### config.mk
export PLATFORM = sky130hd
export DESIGN_NAME = multi_mode_counter_config
export DESIGN_NICKNAME = d
export VERILOG_FILES = /design/src/include/mmc_pkg.sv /design/src/rtl/multi_mode_counter_config.sv
export SDC_FILE = /design/constraint.sdc
export NUM_CORES = 1
export LEC_CHECK = 0
export ABC_CLOCK_PERIOD_IN_PS = 174300
export BUFFER_PORTS_ARGS = -buffer_cell sky130_fd_sc_hd__clkbuf_2
export CAP_MARGIN = 20
export CORE_MARGIN = 2
export CORE_UTILIZATION = 30
export CTS_CLUSTER_DIAMETER = 200
export DETAILED_ROUTE_END_ITERATION = 8
export SLEW_MARGIN = 20
export SYNTH_ARGS = -nofsm -noshare
export SYNTH_HDL_FRONTEND = slang
export SYNTH_SLANG_ARGS = --single-unit
### constraint.sdc
create_clock -name clk_sys -period 174.3 [get_ports clk_sys]
set_clock_uncertainty 0.2 [all_clocks]
set_input_delay 8.715 -clock clk_sys [delete_from_list [all_inputs] [get_ports clk_sys]]
set_output_delay 8.715 -clock clk_sys [all_outputs]
set_load 0.05 [all_outputs]
### src/include/mmc_pkg.sv
// shared constants and carriers for the four-channel counter configuration block
package mmc_pkg;
  // clock and timing
  localparam int CLK_HZ = 125_000_000;
  localparam int BAUD_OVERSAMPLE = 16;
  localparam int MODULE_WD_MS = 1600;
  localparam int MODULE_WD_CYCLES = MODULE_WD_MS * (CLK_HZ / 1000);
  localparam int COMM_TICK_MS = 100;
  localparam int COMM_TICK_CYCLES = COMM_TICK_MS * (CLK_HZ / 1000);
  localparam int NUM_CH = 4;
  // baud codes
  localparam logic [5:0] BAUD_MIN = 6'h03;
  localparam logic [5:0] BAUD_MAX = 6'h0a;
  localparam logic [5:0] BAUD_9600 = 6'h06;
  // character formats
  localparam logic [1:0] FMT_NONE_ONE = 2'h0;
  localparam logic [1:0] FMT_NONE_TWO = 2'h1;
  localparam logic [1:0] FMT_EVEN_ONE = 2'h2;
  localparam logic [1:0] FMT_ODD_ONE = 2'h3;
  // input type codes
  localparam logic [7:0] TYPE_UP = 8'h50;
  localparam logic [7:0] TYPE_FREQ = 8'h51;
  localparam logic [7:0] TYPE_UPDOWN = 8'h54;
  localparam logic [7:0] TYPE_PDIR = 8'h55;
  localparam logic [7:0] TYPE_QUAD = 8'h56;
  // report formats
  localparam logic [1:0] REPORT_ENG = 2'h0;
  localparam logic [1:0] REPORT_HEX = 2'h2;
  // configuration selectors
  localparam logic [2:0] SEL_ADDR = 3'h0;
  localparam logic [2:0] SEL_LINE = 3'h1;
  localparam logic [2:0] SEL_FORMAT = 3'h2;
  localparam logic [2:0] SEL_TYPE = 3'h3;
  localparam logic [2:0] SEL_COIL = 3'h4;
  localparam logic [2:0] SEL_PROTO = 3'h5;
  localparam logic [2:0] SEL_COMM_WD = 3'h6;
  // factory and init-mode values
  localparam logic [7:0] DEFAULT_ADDR = 8'h01;
  localparam logic [7:0] INIT_ADDR = 8'h00;
  localparam logic [7:0] DEFAULT_COMM_WD = 8'h00;

  typedef struct packed {
    logic [1:0] char_fmt;
    logic [5:0] baud;
  } line_setting_s;

  typedef struct packed {
    logic rsv_hi;
    logic cs;
    logic [3:0] rsv_lo;
    logic [1:0] report_format_field;
  } output_format_s;

  typedef struct packed {
    logic [7:0] addr;
    line_setting_s line_setting_byte;
    output_format_s output_format_byte;
    logic [7:0] input_type_code;
    logic modbus;
    logic [7:0] comm_wd;
  } stored_cfg_s;

  typedef struct packed {
    logic [7:0] addr;
    line_setting_s line;
    logic cs;
    logic modbus;
  } comm_cfg_s;

  localparam line_setting_s DEFAULT_LINE = '{char_fmt: FMT_NONE_ONE, baud: BAUD_9600};
  localparam output_format_s DEFAULT_FORMAT = '{rsv_hi: 1'b0, cs: 1'b0, rsv_lo: 4'h0,
    report_format_field: REPORT_HEX};
endpackage

### src/rtl/multi_mode_counter_config.sv
// four-channel counter core with stored and active communication settings
`timescale 1ns/1ps
module multi_mode_counter_config #(
  parameter int MODULE_WD_CYCLES = mmc_pkg::MODULE_WD_CYCLES,
  parameter int COMM_TICK_CYCLES = mmc_pkg::COMM_TICK_CYCLES
) (
  // clock and reset
  input wire logic clk_sys,
  input wire logic rst_n,
  // power-on straps
  input wire logic init_n,
  input wire logic init_switch,
  input wire logic factory_load,
  // decoded configuration commands
  input wire logic cfg_wr,
  input wire logic [2:0] cfg_sel,
  input wire logic [7:0] cfg_data,
  output logic cfg_ack,
  output logic cfg_err,
  output mmc_pkg::stored_cfg_s stored_cfg,
  // active communication settings, and report style from the stored format
  output mmc_pkg::comm_cfg_s active_cfg,
  output logic init_mode,
  output logic parity_en,
  output logic parity_odd,
  output logic two_stop,
  output logic baud_tick,
  output logic report_hex,
  // counter inputs and readback
  input wire logic [3:0] channel_a_input,
  input wire logic [3:0] channel_b_input,
  input wire logic [3:0] count_clear,
  input wire logic rd_req,
  input wire logic [1:0] rd_chan,
  output logic rd_valid,
  output logic [31:0] rd_data,
  // watchdogs
  input wire logic module_wd_kick,
  output logic module_wd_bark,
  input wire logic comm_activity,
  output logic comm_wd_expired,
  // checksum
  input wire logic chk_clear,
  input wire logic chk_valid,
  input wire logic [7:0] chk_char,
  output logic [7:0] chk_sum,
  output logic [7:0] chk_hi_char,
  output logic [7:0] chk_lo_char
);

  // baud code to clock cycles per oversample tick
  function automatic logic [15:0] baud_div(input logic [5:0] code);
    int rate;
    case (code)
      6'h03: rate = 1200;
      6'h04: rate = 2400;
      6'h05: rate = 4800;
      6'h06: rate = 9600;
      6'h07: rate = 19200;
      6'h08: rate = 38400;
      6'h09: rate = 57600;
      6'h0a: rate = 115200;
      default: rate = 9600;
    endcase
    return 16'(mmc_pkg::CLK_HZ / (mmc_pkg::BAUD_OVERSAMPLE * rate));
  endfunction

  // one counting step for a channel
  function automatic logic [31:0] count_step(input logic [7:0] ttype, input logic [31:0] cnt,
                                             input logic fa, input logic fb, input logic ra,
                                             input logic bl);
    logic [31:0] r;
    r = cnt;
    case (ttype)
      mmc_pkg::TYPE_UP, mmc_pkg::TYPE_FREQ: if (fa) r = cnt + 32'h1;
      mmc_pkg::TYPE_UPDOWN: begin
        if (fa && !fb) r = cnt + 32'h1;
        else if (fb && !fa) r = cnt - 32'h1;
      end
      mmc_pkg::TYPE_PDIR: if (fa) r = bl ? cnt + 32'h1 : cnt - 32'h1;
      mmc_pkg::TYPE_QUAD: if (ra) r = bl ? cnt - 32'h1 : cnt + 32'h1;
      default: r = cnt;
    endcase
    return r;
  endfunction

  function automatic logic [7:0] hex_char(input logic [3:0] n);
    return (n < 4'ha) ? 8'h30 + {4'h0, n} : 8'h37 + {4'h0, n};
  endfunction

  function automatic logic type_valid(input logic [7:0] t);
    return t == mmc_pkg::TYPE_UP || t == mmc_pkg::TYPE_FREQ || t == mmc_pkg::TYPE_UPDOWN ||
           t == mmc_pkg::TYPE_PDIR || t == mmc_pkg::TYPE_QUAD;
  endfunction

  logic cfg_ok;
  logic boot;
  logic [15:0] baud_cnt;
  logic [3:0] a_s1, a_s2, a_s3, b_s1, b_s2, b_s3;
  logic [3:0] fall_a, fall_b, rise_a;
  logic [31:0] count [4];
  logic [31:0] wd_cnt;
  logic [31:0] tick_cnt;
  logic [7:0] comm_cnt;
  logic [7:0] next_sum;
  mmc_pkg::output_format_s fmt_in;

  assign fmt_in = mmc_pkg::output_format_s'(cfg_data);

  // validity of a configuration write; rejected writes leave the store untouched
  always_comb begin
    case (cfg_sel)
      mmc_pkg::SEL_ADDR, mmc_pkg::SEL_COIL, mmc_pkg::SEL_COMM_WD: cfg_ok = 1'b1;
      mmc_pkg::SEL_LINE: cfg_ok = cfg_data[5:0] >= mmc_pkg::BAUD_MIN &&
                                  cfg_data[5:0] <= mmc_pkg::BAUD_MAX;
      mmc_pkg::SEL_FORMAT: cfg_ok = !fmt_in.rsv_hi && fmt_in.rsv_lo == 4'h0 &&
        (fmt_in.report_format_field == mmc_pkg::REPORT_HEX ||
         (fmt_in.report_format_field == mmc_pkg::REPORT_ENG &&
          stored_cfg.input_type_code == mmc_pkg::TYPE_FREQ));
      mmc_pkg::SEL_TYPE: cfg_ok = type_valid(cfg_data) &&
        (stored_cfg.output_format_byte.report_format_field != mmc_pkg::REPORT_ENG ||
         cfg_data == mmc_pkg::TYPE_FREQ);
      mmc_pkg::SEL_PROTO: cfg_ok = init_mode && cfg_data <= 8'h01;
      default: cfg_ok = 1'b0;
    endcase
  end

  // stored settings survive a plain reset; factory_load during reset restores defaults
  always_ff @(posedge clk_sys) begin
    if (!rst_n) begin
      if (factory_load) begin
        stored_cfg.addr <= mmc_pkg::DEFAULT_ADDR;
        stored_cfg.line_setting_byte <= mmc_pkg::DEFAULT_LINE;
        stored_cfg.output_format_byte <= mmc_pkg::DEFAULT_FORMAT;
        stored_cfg.input_type_code <= mmc_pkg::TYPE_UP;
        stored_cfg.modbus <= 1'b1;
        stored_cfg.comm_wd <= mmc_pkg::DEFAULT_COMM_WD;
      end
    end else if (cfg_wr && cfg_ok) begin
      case (cfg_sel)
        mmc_pkg::SEL_ADDR: stored_cfg.addr <= cfg_data;
        mmc_pkg::SEL_LINE: stored_cfg.line_setting_byte <= cfg_data;
        mmc_pkg::SEL_FORMAT: stored_cfg.output_format_byte <= cfg_data;
        mmc_pkg::SEL_TYPE: stored_cfg.input_type_code <= cfg_data;
        mmc_pkg::SEL_COIL: stored_cfg.modbus <= cfg_data[0];
        mmc_pkg::SEL_PROTO: stored_cfg.modbus <= cfg_data[0];
        mmc_pkg::SEL_COMM_WD: stored_cfg.comm_wd <= cfg_data;
        default: stored_cfg.addr <= stored_cfg.addr;
      endcase
    end
  end

  // command answer pulses
  always_ff @(posedge clk_sys) begin
    if (!rst_n) begin
      cfg_ack <= 1'b0;
      cfg_err <= 1'b0;
    end else begin
      cfg_ack <= cfg_wr && cfg_ok;
      cfg_err <= cfg_wr && !cfg_ok;
    end
  end

  // active settings load once after reset release, so address, line, checksum and protocol writes wait for the next power-on
  always_ff @(posedge clk_sys) begin
    if (!rst_n) begin
      boot <= 1'b1;
      init_mode <= 1'b0;
      active_cfg <= '{addr: mmc_pkg::DEFAULT_ADDR, line: mmc_pkg::DEFAULT_LINE, cs: 1'b0,
                      modbus: 1'b1};
    end else if (boot) begin
      boot <= 1'b0;
      init_mode <= !init_n || init_switch;
      if (!init_n || init_switch) begin
        active_cfg <= '{addr: mmc_pkg::INIT_ADDR, line: '{char_fmt: mmc_pkg::FMT_NONE_ONE,
                        baud: mmc_pkg::BAUD_9600}, cs: 1'b0, modbus: 1'b0};
      end else begin
        active_cfg <= '{addr: stored_cfg.addr, line: stored_cfg.line_setting_byte,
                        cs: stored_cfg.output_format_byte.cs,
                        modbus: stored_cfg.modbus};
      end
    end
  end

  // character format and report style decoded into flops
  always_ff @(posedge clk_sys) begin
    if (!rst_n) begin
      parity_en <= 1'b0;
      parity_odd <= 1'b0;
      two_stop <= 1'b0;
      report_hex <= 1'b1;
    end else begin
      parity_en <= active_cfg.line.char_fmt[1];
      parity_odd <= active_cfg.line.char_fmt == mmc_pkg::FMT_ODD_ONE;
      two_stop <= active_cfg.line.char_fmt == mmc_pkg::FMT_NONE_TWO;
      report_hex <= stored_cfg.output_format_byte.report_format_field ==
                    mmc_pkg::REPORT_HEX;
    end
  end

  // oversample tick divider for the serial link
  always_ff @(posedge clk_sys) begin
    if (!rst_n) begin
      baud_cnt <= 16'h0;
      baud_tick <= 1'b0;
    end else if (baud_cnt >= baud_div(active_cfg.line.baud) - 16'h1) begin
      baud_cnt <= 16'h0;
      baud_tick <= 1'b1;
    end else begin
      baud_cnt <= baud_cnt + 16'h1;
      baud_tick <= 1'b0;
    end
  end

  // two-flop synchronisers plus a history stage for edges; a glitch under 8 ns is lost unless it spans a rising clk_sys edge
  // no reset: the chain tracks the pins during reset, so a low pin gives no false edge
  always_ff @(posedge clk_sys) begin
    a_s1 <= channel_a_input;
    a_s2 <= a_s1;
    a_s3 <= a_s2;
    b_s1 <= channel_b_input;
    b_s2 <= b_s1;
    b_s3 <= b_s2;
  end

  assign fall_a = a_s3 & ~a_s2;
  assign fall_b = b_s3 & ~b_s2;
  assign rise_a = ~a_s3 & a_s2;

  // per-channel counters; clear beats a same-cycle count
  always_ff @(posedge clk_sys) begin
    if (!rst_n) begin
      for (int i = 0; i < mmc_pkg::NUM_CH; i++) count[i] <= 32'h0;
    end else begin
      for (int i = 0; i < mmc_pkg::NUM_CH; i++) begin
        if (count_clear[i]) count[i] <= 32'h0;
        else count[i] <= count_step(stored_cfg.input_type_code, count[i], fall_a[i],
                                    fall_b[i], rise_a[i], b_s2[i]);
      end
    end
  end

  // channel readback, answered one cycle after the request
  always_ff @(posedge clk_sys) begin
    if (!rst_n) begin
      rd_valid <= 1'b0;
      rd_data <= 32'h0;
    end else begin
      rd_valid <= rd_req;
      if (rd_req) rd_data <= count[rd_chan];
    end
  end

  // fixed module watchdog, restarted by every kick
  always_ff @(posedge clk_sys) begin
    if (!rst_n || module_wd_kick) begin
      wd_cnt <= 32'h0;
      module_wd_bark <= 1'b0;
    end else if (wd_cnt >= 32'(MODULE_WD_CYCLES - 1)) begin
      wd_cnt <= 32'h0;
      module_wd_bark <= 1'b1;
    end else begin
      wd_cnt <= wd_cnt + 32'h1;
      module_wd_bark <= 1'b0;
    end
  end

  // communication watchdog in 100 ms steps; zero timeout disables it
  always_ff @(posedge clk_sys) begin
    if (!rst_n || comm_activity) begin
      tick_cnt <= 32'h0;
      comm_cnt <= 8'h0;
      comm_wd_expired <= 1'b0;
    end else begin
      if (tick_cnt >= 32'(COMM_TICK_CYCLES - 1)) begin
        tick_cnt <= 32'h0;
        if (comm_cnt != 8'hff) comm_cnt <= comm_cnt + 8'h1;
      end else begin
        tick_cnt <= tick_cnt + 32'h1;
      end
      if (stored_cfg.comm_wd != 8'h0 && comm_cnt >= stored_cfg.comm_wd)
        comm_wd_expired <= 1'b1;
    end
  end

  // running checksum; a clear with a character restarts the sum at that character
  always_comb begin
    next_sum = chk_clear ? 8'h0 : chk_sum;
    if (chk_valid) next_sum = next_sum + chk_char;
  end

  always_ff @(posedge clk_sys) begin
    if (!rst_n) begin
      chk_sum <= 8'h0;
      chk_hi_char <= 8'h30;
      chk_lo_char <= 8'h30;
    end else begin
      chk_sum <= next_sum;
      chk_hi_char <= hex_char(next_sum[7:4]);
      chk_lo_char <= hex_char(next_sum[3:0]);
    end
  end
endmodule

**Word-level counts from Yosys, hierarchy flattened**

Memories as Yosys holds them, arrays and structs flattened. A register that Yosys moved wholly into a read port is not among the register bits.
Cells that the tools add are included.

- RAM bits: 128
- Logic and storage cells: 266
- Output and inout bits: 126
- Input port bits: 44
- Flip-flop bits (word level): 207
- Latch bits: 0
- Bits in read-only memories: 208
- Memories kept: 2

- Add/subtract/negate cells: 18
- Eq/ne operators: 28
- Shifts and indexed selects: 0
- Multipliers: 0
- Div/mod/pow operators: 1
- Reduce and logical (&&, ||, !) cells: 59
- Mux-type cells: 94
- Magnitude comparators: 9
- Bitwise logic cells: 15

Memory list:

| name | words | width | read ports | clocked after memory_dff | wr ports | line | source |
|---|---|---|---|---|---|---|---|
| (name not given) | 16 | 13 | 1 | 1 | 0 | multi_mode_counter_config.sv:54 | `case (code)` |
| count | 4 | 32 | 5 | 1 | 4 | multi_mode_counter_config.sv:101 | `logic [31:0] count [4];` |

Operators with widths:

| kind | number |
|---|---|
| 32-bit two-way mux | 44 |
| 32-bit one-hot mux with 4 select lines | 4 |
| 32-bit by 1-bit adder with 32-bit output, second input constant | 6 |
| 32-bit by 1-bit subtractor with 32-bit output, second input constant | 4 |
| 41-bit two-way mux | 3 |
| 8-bit by 7-bit equality test with 1-bit output, second input constant | 10 |
| 28-bit two-way mux | 2 |
| 8-bit two-way mux | 7 |
| 28-bit by 32-bit divider with 32-bit output, first input constant | 1 |
| 32-bit by 24-bit >= comparator with 1-bit output, second input constant | 1 |
| 32-bit by 28-bit >= comparator with 1-bit output, second input constant | 1 |
| 6-bit by 4-bit adder with 7-bit output, first input constant | 4 |
| 1-bit two-way mux | 28 |
| 18-bit two-way mux | 1 |
| 3-bit AND reduction | 6 |
| 1-bit logical AND | 17 |
| 16-bit by 1-bit adder with 16-bit output, second input constant | 1 |
| 16-bit >= comparator | 1 |
| 16-bit by 1-bit subtractor with 16-bit output, second input constant | 1 |
| 7-bit two-way mux | 2 |
| 1-bit logical NOT | 13 |
| 4-bit bitwise AND | 3 |
| 2-bit by 1-bit inequality test with 1-bit output, second input constant | 6 |
| 4-bit inverter | 3 |
| 27 further kinds | 55 |

**Logic depth before layout (Yosys ltp)**

Gate-level depths: netlist of the first run.

- Depth after elaboration: 10
- Mapped depth: 316
- Depth with buffers taken out: 295

**Least setup slack after synthesis of the first run**

Ideal clock, no wire load.

- Kind: register to register
- Start: register active_cfg[6] in the netlist's numbering
- End: register baud_cnt[10]
- Path slack: 116,587 ps
- Required time: 174,035 ps
- Cell stages (with the launch flop): 296
- Clock period less this slack: 57,713 ps
- Path buffers: 27
- Data arrival time: 57,448 ps
- Library setup time: 65 ps
- Path through: dfxtp_1 -> nor2_1 -> clkbuf_1 -> nand2_1 -> ha_1 -> nor2_1 -> a32oi_1 -> nor2_1 -> ha_1 -> o21a_1 -> nor2_1 -> nor3_1 -> ha_1 -> ha_1 -> o211ai_1 -> a21oi_1 -> nand2_1 -> mux2_2 -> [... 260 more ...] -> o21ai_0 -> nand2b_1 -> a21oi_1 -> nor2b_1 -> o21ai_0 -> nand2b_1 -> a21oi_1 -> nor2b_1 -> o21ai_0 -> nand2b_1 -> a21oi_1 -> nor2b_1 -> o21ai_0 -> nand2b_1 -> a21oi_1 -> nand2_1 -> clkbuf_1 -> nor2_1

- Cells in the longest elaborated chain, start to end: 7

RTL lines:

| what | line | source |
|---|---|---|
| start, declared | multi_mode_counter_config.sv:22 | `output mmc_pkg::comm_cfg_s active_cfg,` |
| start signal, assigned | multi_mode_counter_config.sv:169 | `active_cfg <= '{addr: mmc_pkg::DEFAULT_ADDR, line: mmc_pkg::DEFAULT_LINE, cs: 1'b0,` |
| start signal, assigned | multi_mode_counter_config.sv:175 | `active_cfg <= '{addr: mmc_pkg::INIT_ADDR, line: '{char_fmt: mmc_pkg::FMT_NONE_ONE,` |
| start signal, assigned | multi_mode_counter_config.sv:178 | `active_cfg <= '{addr: stored_cfg.addr, line: stored_cfg.line_setting_byte,` |
| 2-bit logical NOT | multi_mode_counter_config.sv:54 |  |
| 28-bit two-way mux | multi_mode_counter_config.sv:54 |  |
| 28-bit two-way mux | multi_mode_counter_config.sv:203 | `if (!rst_n) begin` |
| 28-bit by 32-bit divider with 32-bit output | multi_mode_counter_config.sv:65 | `return 16'(mmc_pkg::CLK_HZ / (mmc_pkg::BAUD_OVERSAMPLE * rate));` |
| 16-bit by 1-bit subtractor with 16-bit output | multi_mode_counter_config.sv:206 | `end else if (baud_cnt >= baud_div(active_cfg.line.baud) - 16'h1) begin` |
| 16-bit >= comparator | multi_mode_counter_config.sv:206 |  |
| 2-bit OR reduction (no source line) | n/a |  |
| end signal, assigned | multi_mode_counter_config.sv:210 | `baud_cnt <= baud_cnt + 16'h1;` |
| end, declared | multi_mode_counter_config.sv:98 | `logic [15:0] baud_cnt;` |

No other way between the ends. The select of a mux whose other input is x is not followed.
A chain may end at the register's enable or synchronous reset.

**Worst setup path after layout of the first run**

- Start: register active_cfg[6] in the netlist's numbering
- End: register baud_cnt[6]

The elaborated chain is that of the path after synthesis.

==> run metrics, run 1 <==
run status=complete, no violations; Hold WC Path Type=flop to flop; # rows=120; CP required=174.61 ns; DR DRC count=0; Routability Congestion=roughly 0.9; WS Path Type=flop to flop; Num CTS Buffers=44; Peak Freq=0.01577 GHz; first-pass GRT wire length=147.9 mm; Cells after Synth=3,875; worst rel slew slack=24.40%; Post-CTS Setup Inserts=0; clock sink total=378; Post-synth EDFFs=169; area grow syn2layout=12.33%; clk root buf=clkbuf_16; Min-Delay Startpoint=b_s1[1]; Remaining Overflow, GRT=0; Worst Hold Depth=0; CTS tree=done; H-Tree Depth=2; Synth area leaders=edfxtp_1 16%, dfxtp_1 13%, ha_1 10%, nor2_1 6.4%, xnor2_1 5.4%; CORE AREA=~0.11 mm^2; WL/cell=around 17 um; Worst EP arrival=63.73 ns; cell depth of the worst flop-to-flop path=274; fin. max-slew vios=0; Clock Latency Late Sink=0.60 ns; reg-to-reg startpoint=active_cfg[6]; Starting Density=30.32%; final hold vios=0; DIE WIDTH=333.2 um; Hold-fix buffers, CTS=0; Post-Layout Cell Count=5,446; sequential share of the synthesized area=28.48%; Die Y=333.2 um; WL final=92.13 mm; hold path endpoint=b_s2[1]; top_reg_cell synth=dfxtp_1; Pre-antenna DRT Iters=7; RSZ-0062 raised after global routing=false; worst slew pin tran=approximately 1.1 ns; RR Endpoint=baud_cnt[6]; worst reg2reg setup slack=approximately 110 ns; placed instance count=5,364; Slowest-stage cell, CP=nor4_1; share of post-route cells with drive strength above 1=11.28%; top cells by count, synth=557 x nor2_1, 288 x nand2_1, 266 x ha_1, 233 x a21oi_1, 209 x dfxtp_1; Util after Layout=34.06%; synth warn=0; synth unique cells=between 100 and 150; Avg Cell Area, Syn=8.389 um^2; largest area contributor in the netlist=edfxtp_1; initial antenna violation count=1; drt initial violations=roughly 1,900; Post-DP HPWL=70.14 mm; crit end category=flop; clk buf depth=3; Final #Nets=between 4,000 and 5,000; Final setup viols=0; Crit path top cell by count=a21oi_1; DR vias=around 29,000; CTS clk-pin slew, worst paths=0.06 ns; vias in the first global route=27,500; startpoint types=flop; largest net degree at the start of global routing=35; top-count cell post-synth=nor2_1; Yosys top cell area share=15.61%; cell area after synthesis=0.03251 mm^2; Resize count post-CTS=0; final period demand of the worst path=63.42 ns; DR vias/cell=around 5.3; Max stage delay on crit path=0.90 ns; I/O pins=170; I/O Buffers=167; total track usage=16.15%; die footprint=approximately 0.11 mm^2; final setup TNS=0 ns; Yosys reg bits=378; Critical Path Fanout Max=32; period utilization=about 36%; max-cap violations=0; antenna-violating nets left=0; Async SR Flop Fraction=0%; filler cell count=between 10,000 and 15,000
-- worst max-delay path, delay by kind of cell, from the launching register on --
kind                     cells  cell delay [ns]
AO/OA/AOI/OAI              138            31.32
flip-flops                   1             0.77
buffers and inverters       12             2.30
adder cells (fa/ha/maj)     26             8.13
AND/OR/NAND/NOR             89            17.71
XOR/XNOR                     1             0.16
multiplexers                 8             2.65
-- flip-flops by register name, indices dropped and copies added (netlist names), 4 cells and up, named ones only --
register / cells
count: 128
stored_cfg: 41
rd_data: 32
tick_cnt: 32
wd_cnt: 32
active_cfg: 18
baud_cnt: 16
chk_sum: 8
comm_cnt: 8
chk_hi_char: 7
chk_lo_char: 7
a_s1: 4
a_s2: 4
a_s3: 4
b_s1: 4
b_s2: 4
b_s3: 4
-- routing by layer --
metal  vias up  track usage [%]  share of wire, %  routed length [um]
li1      14430                -                 -                   -
met1     13680            21.32                45               41500
met2       699            27.46                47               43440
met3       165            1.907               4.8                4467
met4         0            4.958               2.9                2712
met5         -                0                 0                   0
-- kinds of logic after synthesis --
| logic type | count (synthesis) | share of synthesized area [%] |
|---|---|---|
| other | 1 | 0.01154 |
| flip-flops | 378 | 28.48 |
| AND/OR/NAND/NOR | 1530 | 22.83 |
| multiplexers | 167 | 6.640 |
| AO/OA/AOI/OAI | 916 | 18.81 |
| XOR/XNOR | 352 | 9.527 |
| buffers and inverters | 260 | 3.152 |
| adder cells (fa/ha/maj) | 271 | 10.55 |
-- layout make-up --
cell class	instances	area (um^2)	area share [%]
clock inverter	17	257.7	0.7059
multi-input combinational	3251	22350	61.20
antenna	1	2.502	0.006853
tap	1403	1755	4.808
inverter	126	473.0	1.295
timing repair buffer	207	1144	3.132
clock buffer	63	1275	3.492
sequential	378	9259	25.36
-- layout by cell type (no fill, tap or decap), types with 57 or more instances in the layout --
master and n:
nor2_1 556, nand2_1 287, ha_1 266, a21oi_1 233, dfxtp_1 209, xnor2_1 200, o21ai_0 177, edfxtp_1 169
clkbuf_2 167, xor2_1 151, inv_1 124, nor3_1 115, nand3_1 92, a21o_1 85, nand2b_1 79, mux2i_1 75
o21a_1 62, mux2_2 57
-- worst max-delay path by stage --
stage	endpoint	cells after the start	from
5_1_grt	baud_cnt[11]	284	active_cfg[6]
3_3_place_gp	baud_cnt[6]	273	active_cfg[6]
6_report	baud_cnt[6]	274	active_cfg[6]
2_1_floorplan	baud_cnt[10]	295	active_cfg[6]
3_5_place_dp	baud_cnt[5]	272	active_cfg[6]
4_1_cts	baud_cnt[6]	274	active_cfg[6]
-- through the flow --
stage	setup slack (ns)	hold slack (ns)	area (um^2)
final	110.88	0.1102	36510
after global routing	104.85	0.1348	36510
after CTS	111.40	0.1064	36500
after floorplan	116.59	0.1096	32560
after detailed placement	111.55	0.1132	34960
after global placement	112.89	0.1149	34960
Power of run 1 is left out: the tool's default activity adds up to more than one toggle a clock period on the data nets, which glitch-free logic cannot reach.
==> run 2: changes to the inputs <==
--- a/config.mk
+++ b/config.mk
@@ -5,7 +5,7 @@
 export SDC_FILE = /design/constraint.sdc
 export NUM_CORES = 1
 export LEC_CHECK = 0
-export ABC_CLOCK_PERIOD_IN_PS = 174300
+export ABC_CLOCK_PERIOD_IN_PS = 63700
 export BUFFER_PORTS_ARGS = -buffer_cell sky130_fd_sc_hd__clkbuf_2
 export CAP_MARGIN = 20
 export CORE_MARGIN = 2
==> constraint.sdc (replaced) <==
create_clock -name clk_sys -period 63.7 [get_ports clk_sys]
set_clock_uncertainty 0.2 [all_clocks]
set_input_delay 3.185 -clock clk_sys [delete_from_list [all_inputs] [get_ports clk_sys]]
set_output_delay 3.185 -clock clk_sys [all_outputs]
set_load 0.05 [all_outputs]
==> run 2 against run 1 <==
  * Via count is essentially flat
  * First-iteration DRC count is 12% higher
  * Non-clock buffer count grew 13
==> run metrics, run 2 (synthesized netlist as in run 1, its figures left out) <==
Starting Density=30.32%; final period demand of the worst path=approximately 58 ns; I/O pins=170; CP required=64.01 ns; clk root buf=clkbuf_16; Hold-fix buffers, CTS=0; Clock Latency Late Sink=roughly 0.59 ns; WS Path Type=flop to flop; clock sink total=between 300 and 400; Placed Area=0.03497 mm^2; Pre-antenna DRT Iters=5; start point of the critical path=active_cfg[6]; commonest non-fill, non-tap cell in the layout=nor2_1; DR vias=28,970; max-cap violations=0; Critical Path End=baud_cnt[12]; Post-DP HPWL=69.99 mm; area grow syn2layout=13.05%; Final #Nets=~4,300; run status=complete, no violations; Remaining Overflow, GRT=0; CORE AREA=between 0.1 and 0.15 mm^2; antenna-violating nets left=0; Peak Freq=~0.017 GHz; max FFs per register=128; drt initial violations=roughly 2,100; DR vias/cell=5.307; first-pass GRT wire length=146.9 mm; Post-Layout Cell Count=5,458; worst reg2reg setup slack=5.27 ns; Routability Congestion=roughly 0.91; cell depth of the worst flop-to-flop path=283; vias in the first global route=~27,000; CTS clk-pin slew, worst paths=0.06 ns; CTS tree=done; WL/cell=16.96 um; placed instance count=approximately 5,400; Max stage delay on crit path=0.64 ns; DR DRC count=0; reg-to-reg startpoint=active_cfg[6]; I/O Buffers=about 170; initial antenna violation count=1; crit end category=flop; Critical Path Fanout Max=27; fin. max-slew vios=0; Hold WC Path Type=flop to flop; startpoint types=flop; die footprint=0.1110 mm^2; # rows=120; worst rel slew slack=between 30% and 40%; final hold vios=0; clk buf depth=3; H-Tree Depth=2; Crit path top cell by count=o21ai_0; period utilization=91.72%; biggest regs=count x128, stored_cfg x41; largest net degree at the start of global routing=35; Worst EP arrival=58.74 ns; most frequent cells in the layout=554 x nor2_1, 283 x nand2_1, 266 x ha_1; Final Cell Area=0.03675 mm^2; Slowest-stage cell, CP=or4b_4; largest register by flop count=count; Worst Hold Depth=0; Final setup viols=0; Die Y=333.2 um; share of post-route cells with drive strength above 1=between 10 and 15%; worst slew pin tran=between 1 and 1.5 ns; WL final=approximately 93 mm; DIE WIDTH=333.2 um; Num CTS Buffers=43; total track usage=16.05%; RR Endpoint=baud_cnt[12]
==> run 2: cell type report <==
class / instances / area [um^2]
Antenna cell: 1 / 2.502
Clock buffer: 65 / 1303
Clock inverter: 14 / 163.9
Fill cell: 11130 / 70450
Inverter: 126 / 476.7
Multi-Input combinational cell: 3251 / 22530
Sequential cell: 378 / 9261
Tap cell: 1403 / 1755
Timing Repair Buffer: 220 / 1256
==> run 2: layer usage <==
layer / wire (um) / vias to the layer above / GRT usage (%) / part of all wire (%)
met5: 0 / - / 0 / 0
met4: 2077 / 0 / 4.352 / 2.2
met3: 4637 / 130 / 1.837 / 5.0
met2: 43370 / 683 / 27.13 / 47
met1: 42500 / 13700 / 21.56 / 46
li1: - / 14450 / - / -
==> run 2: worst min path at each step <==
stage	endpoint	start	slack (ns)
final	a_s2[1]	a_s1[1]	0.13
after global routing	a_s2[2]	a_s1[2]	0.14
after CTS	b_s2[0]	b_s1[0]	0.13
after detailed placement	b_s2[0]	b_s1[0]	0.12
after global placement	b_s2[1]	b_s1[1]	0.11
after floorplan	a_s2[0]	a_s1[0]	0.11
==> run 2: stage by stage <==
step	hold slack (ns)	setup TNS (ns)	util, %	setup WS, ns
finish	0.1273	0	34.28	5.273
global route	0.1357	-1.361	34.28	-0.1234
CTS	0.1319	0	33.99	0.8425
detailed placement	0.1171	0	32.62	1.153
global placement	0.1147	0	32.62	2.630
floorplan	0.1096	0	-	5.987
==> run 2: repair_timing <==
item / 4_1_cts / 5_1_grt
resized for setup: 0 / 44
buffers inserted: 0 / 11
endpoints found under the setup margin: 0 / 17
==> run 2: critical path: cells and delay by family, from the launching register on <==
family	cells	cell delay [ns]
muxes	8	2.58
DFF	1	0.52
AOI/OAI and AO/OA	144	29.63
and+or+nand+nor	91	14.58
buffers and inverters	14	2.54
adders and majority gates	26	8.08
Power of run 2 is left out for the same reason.
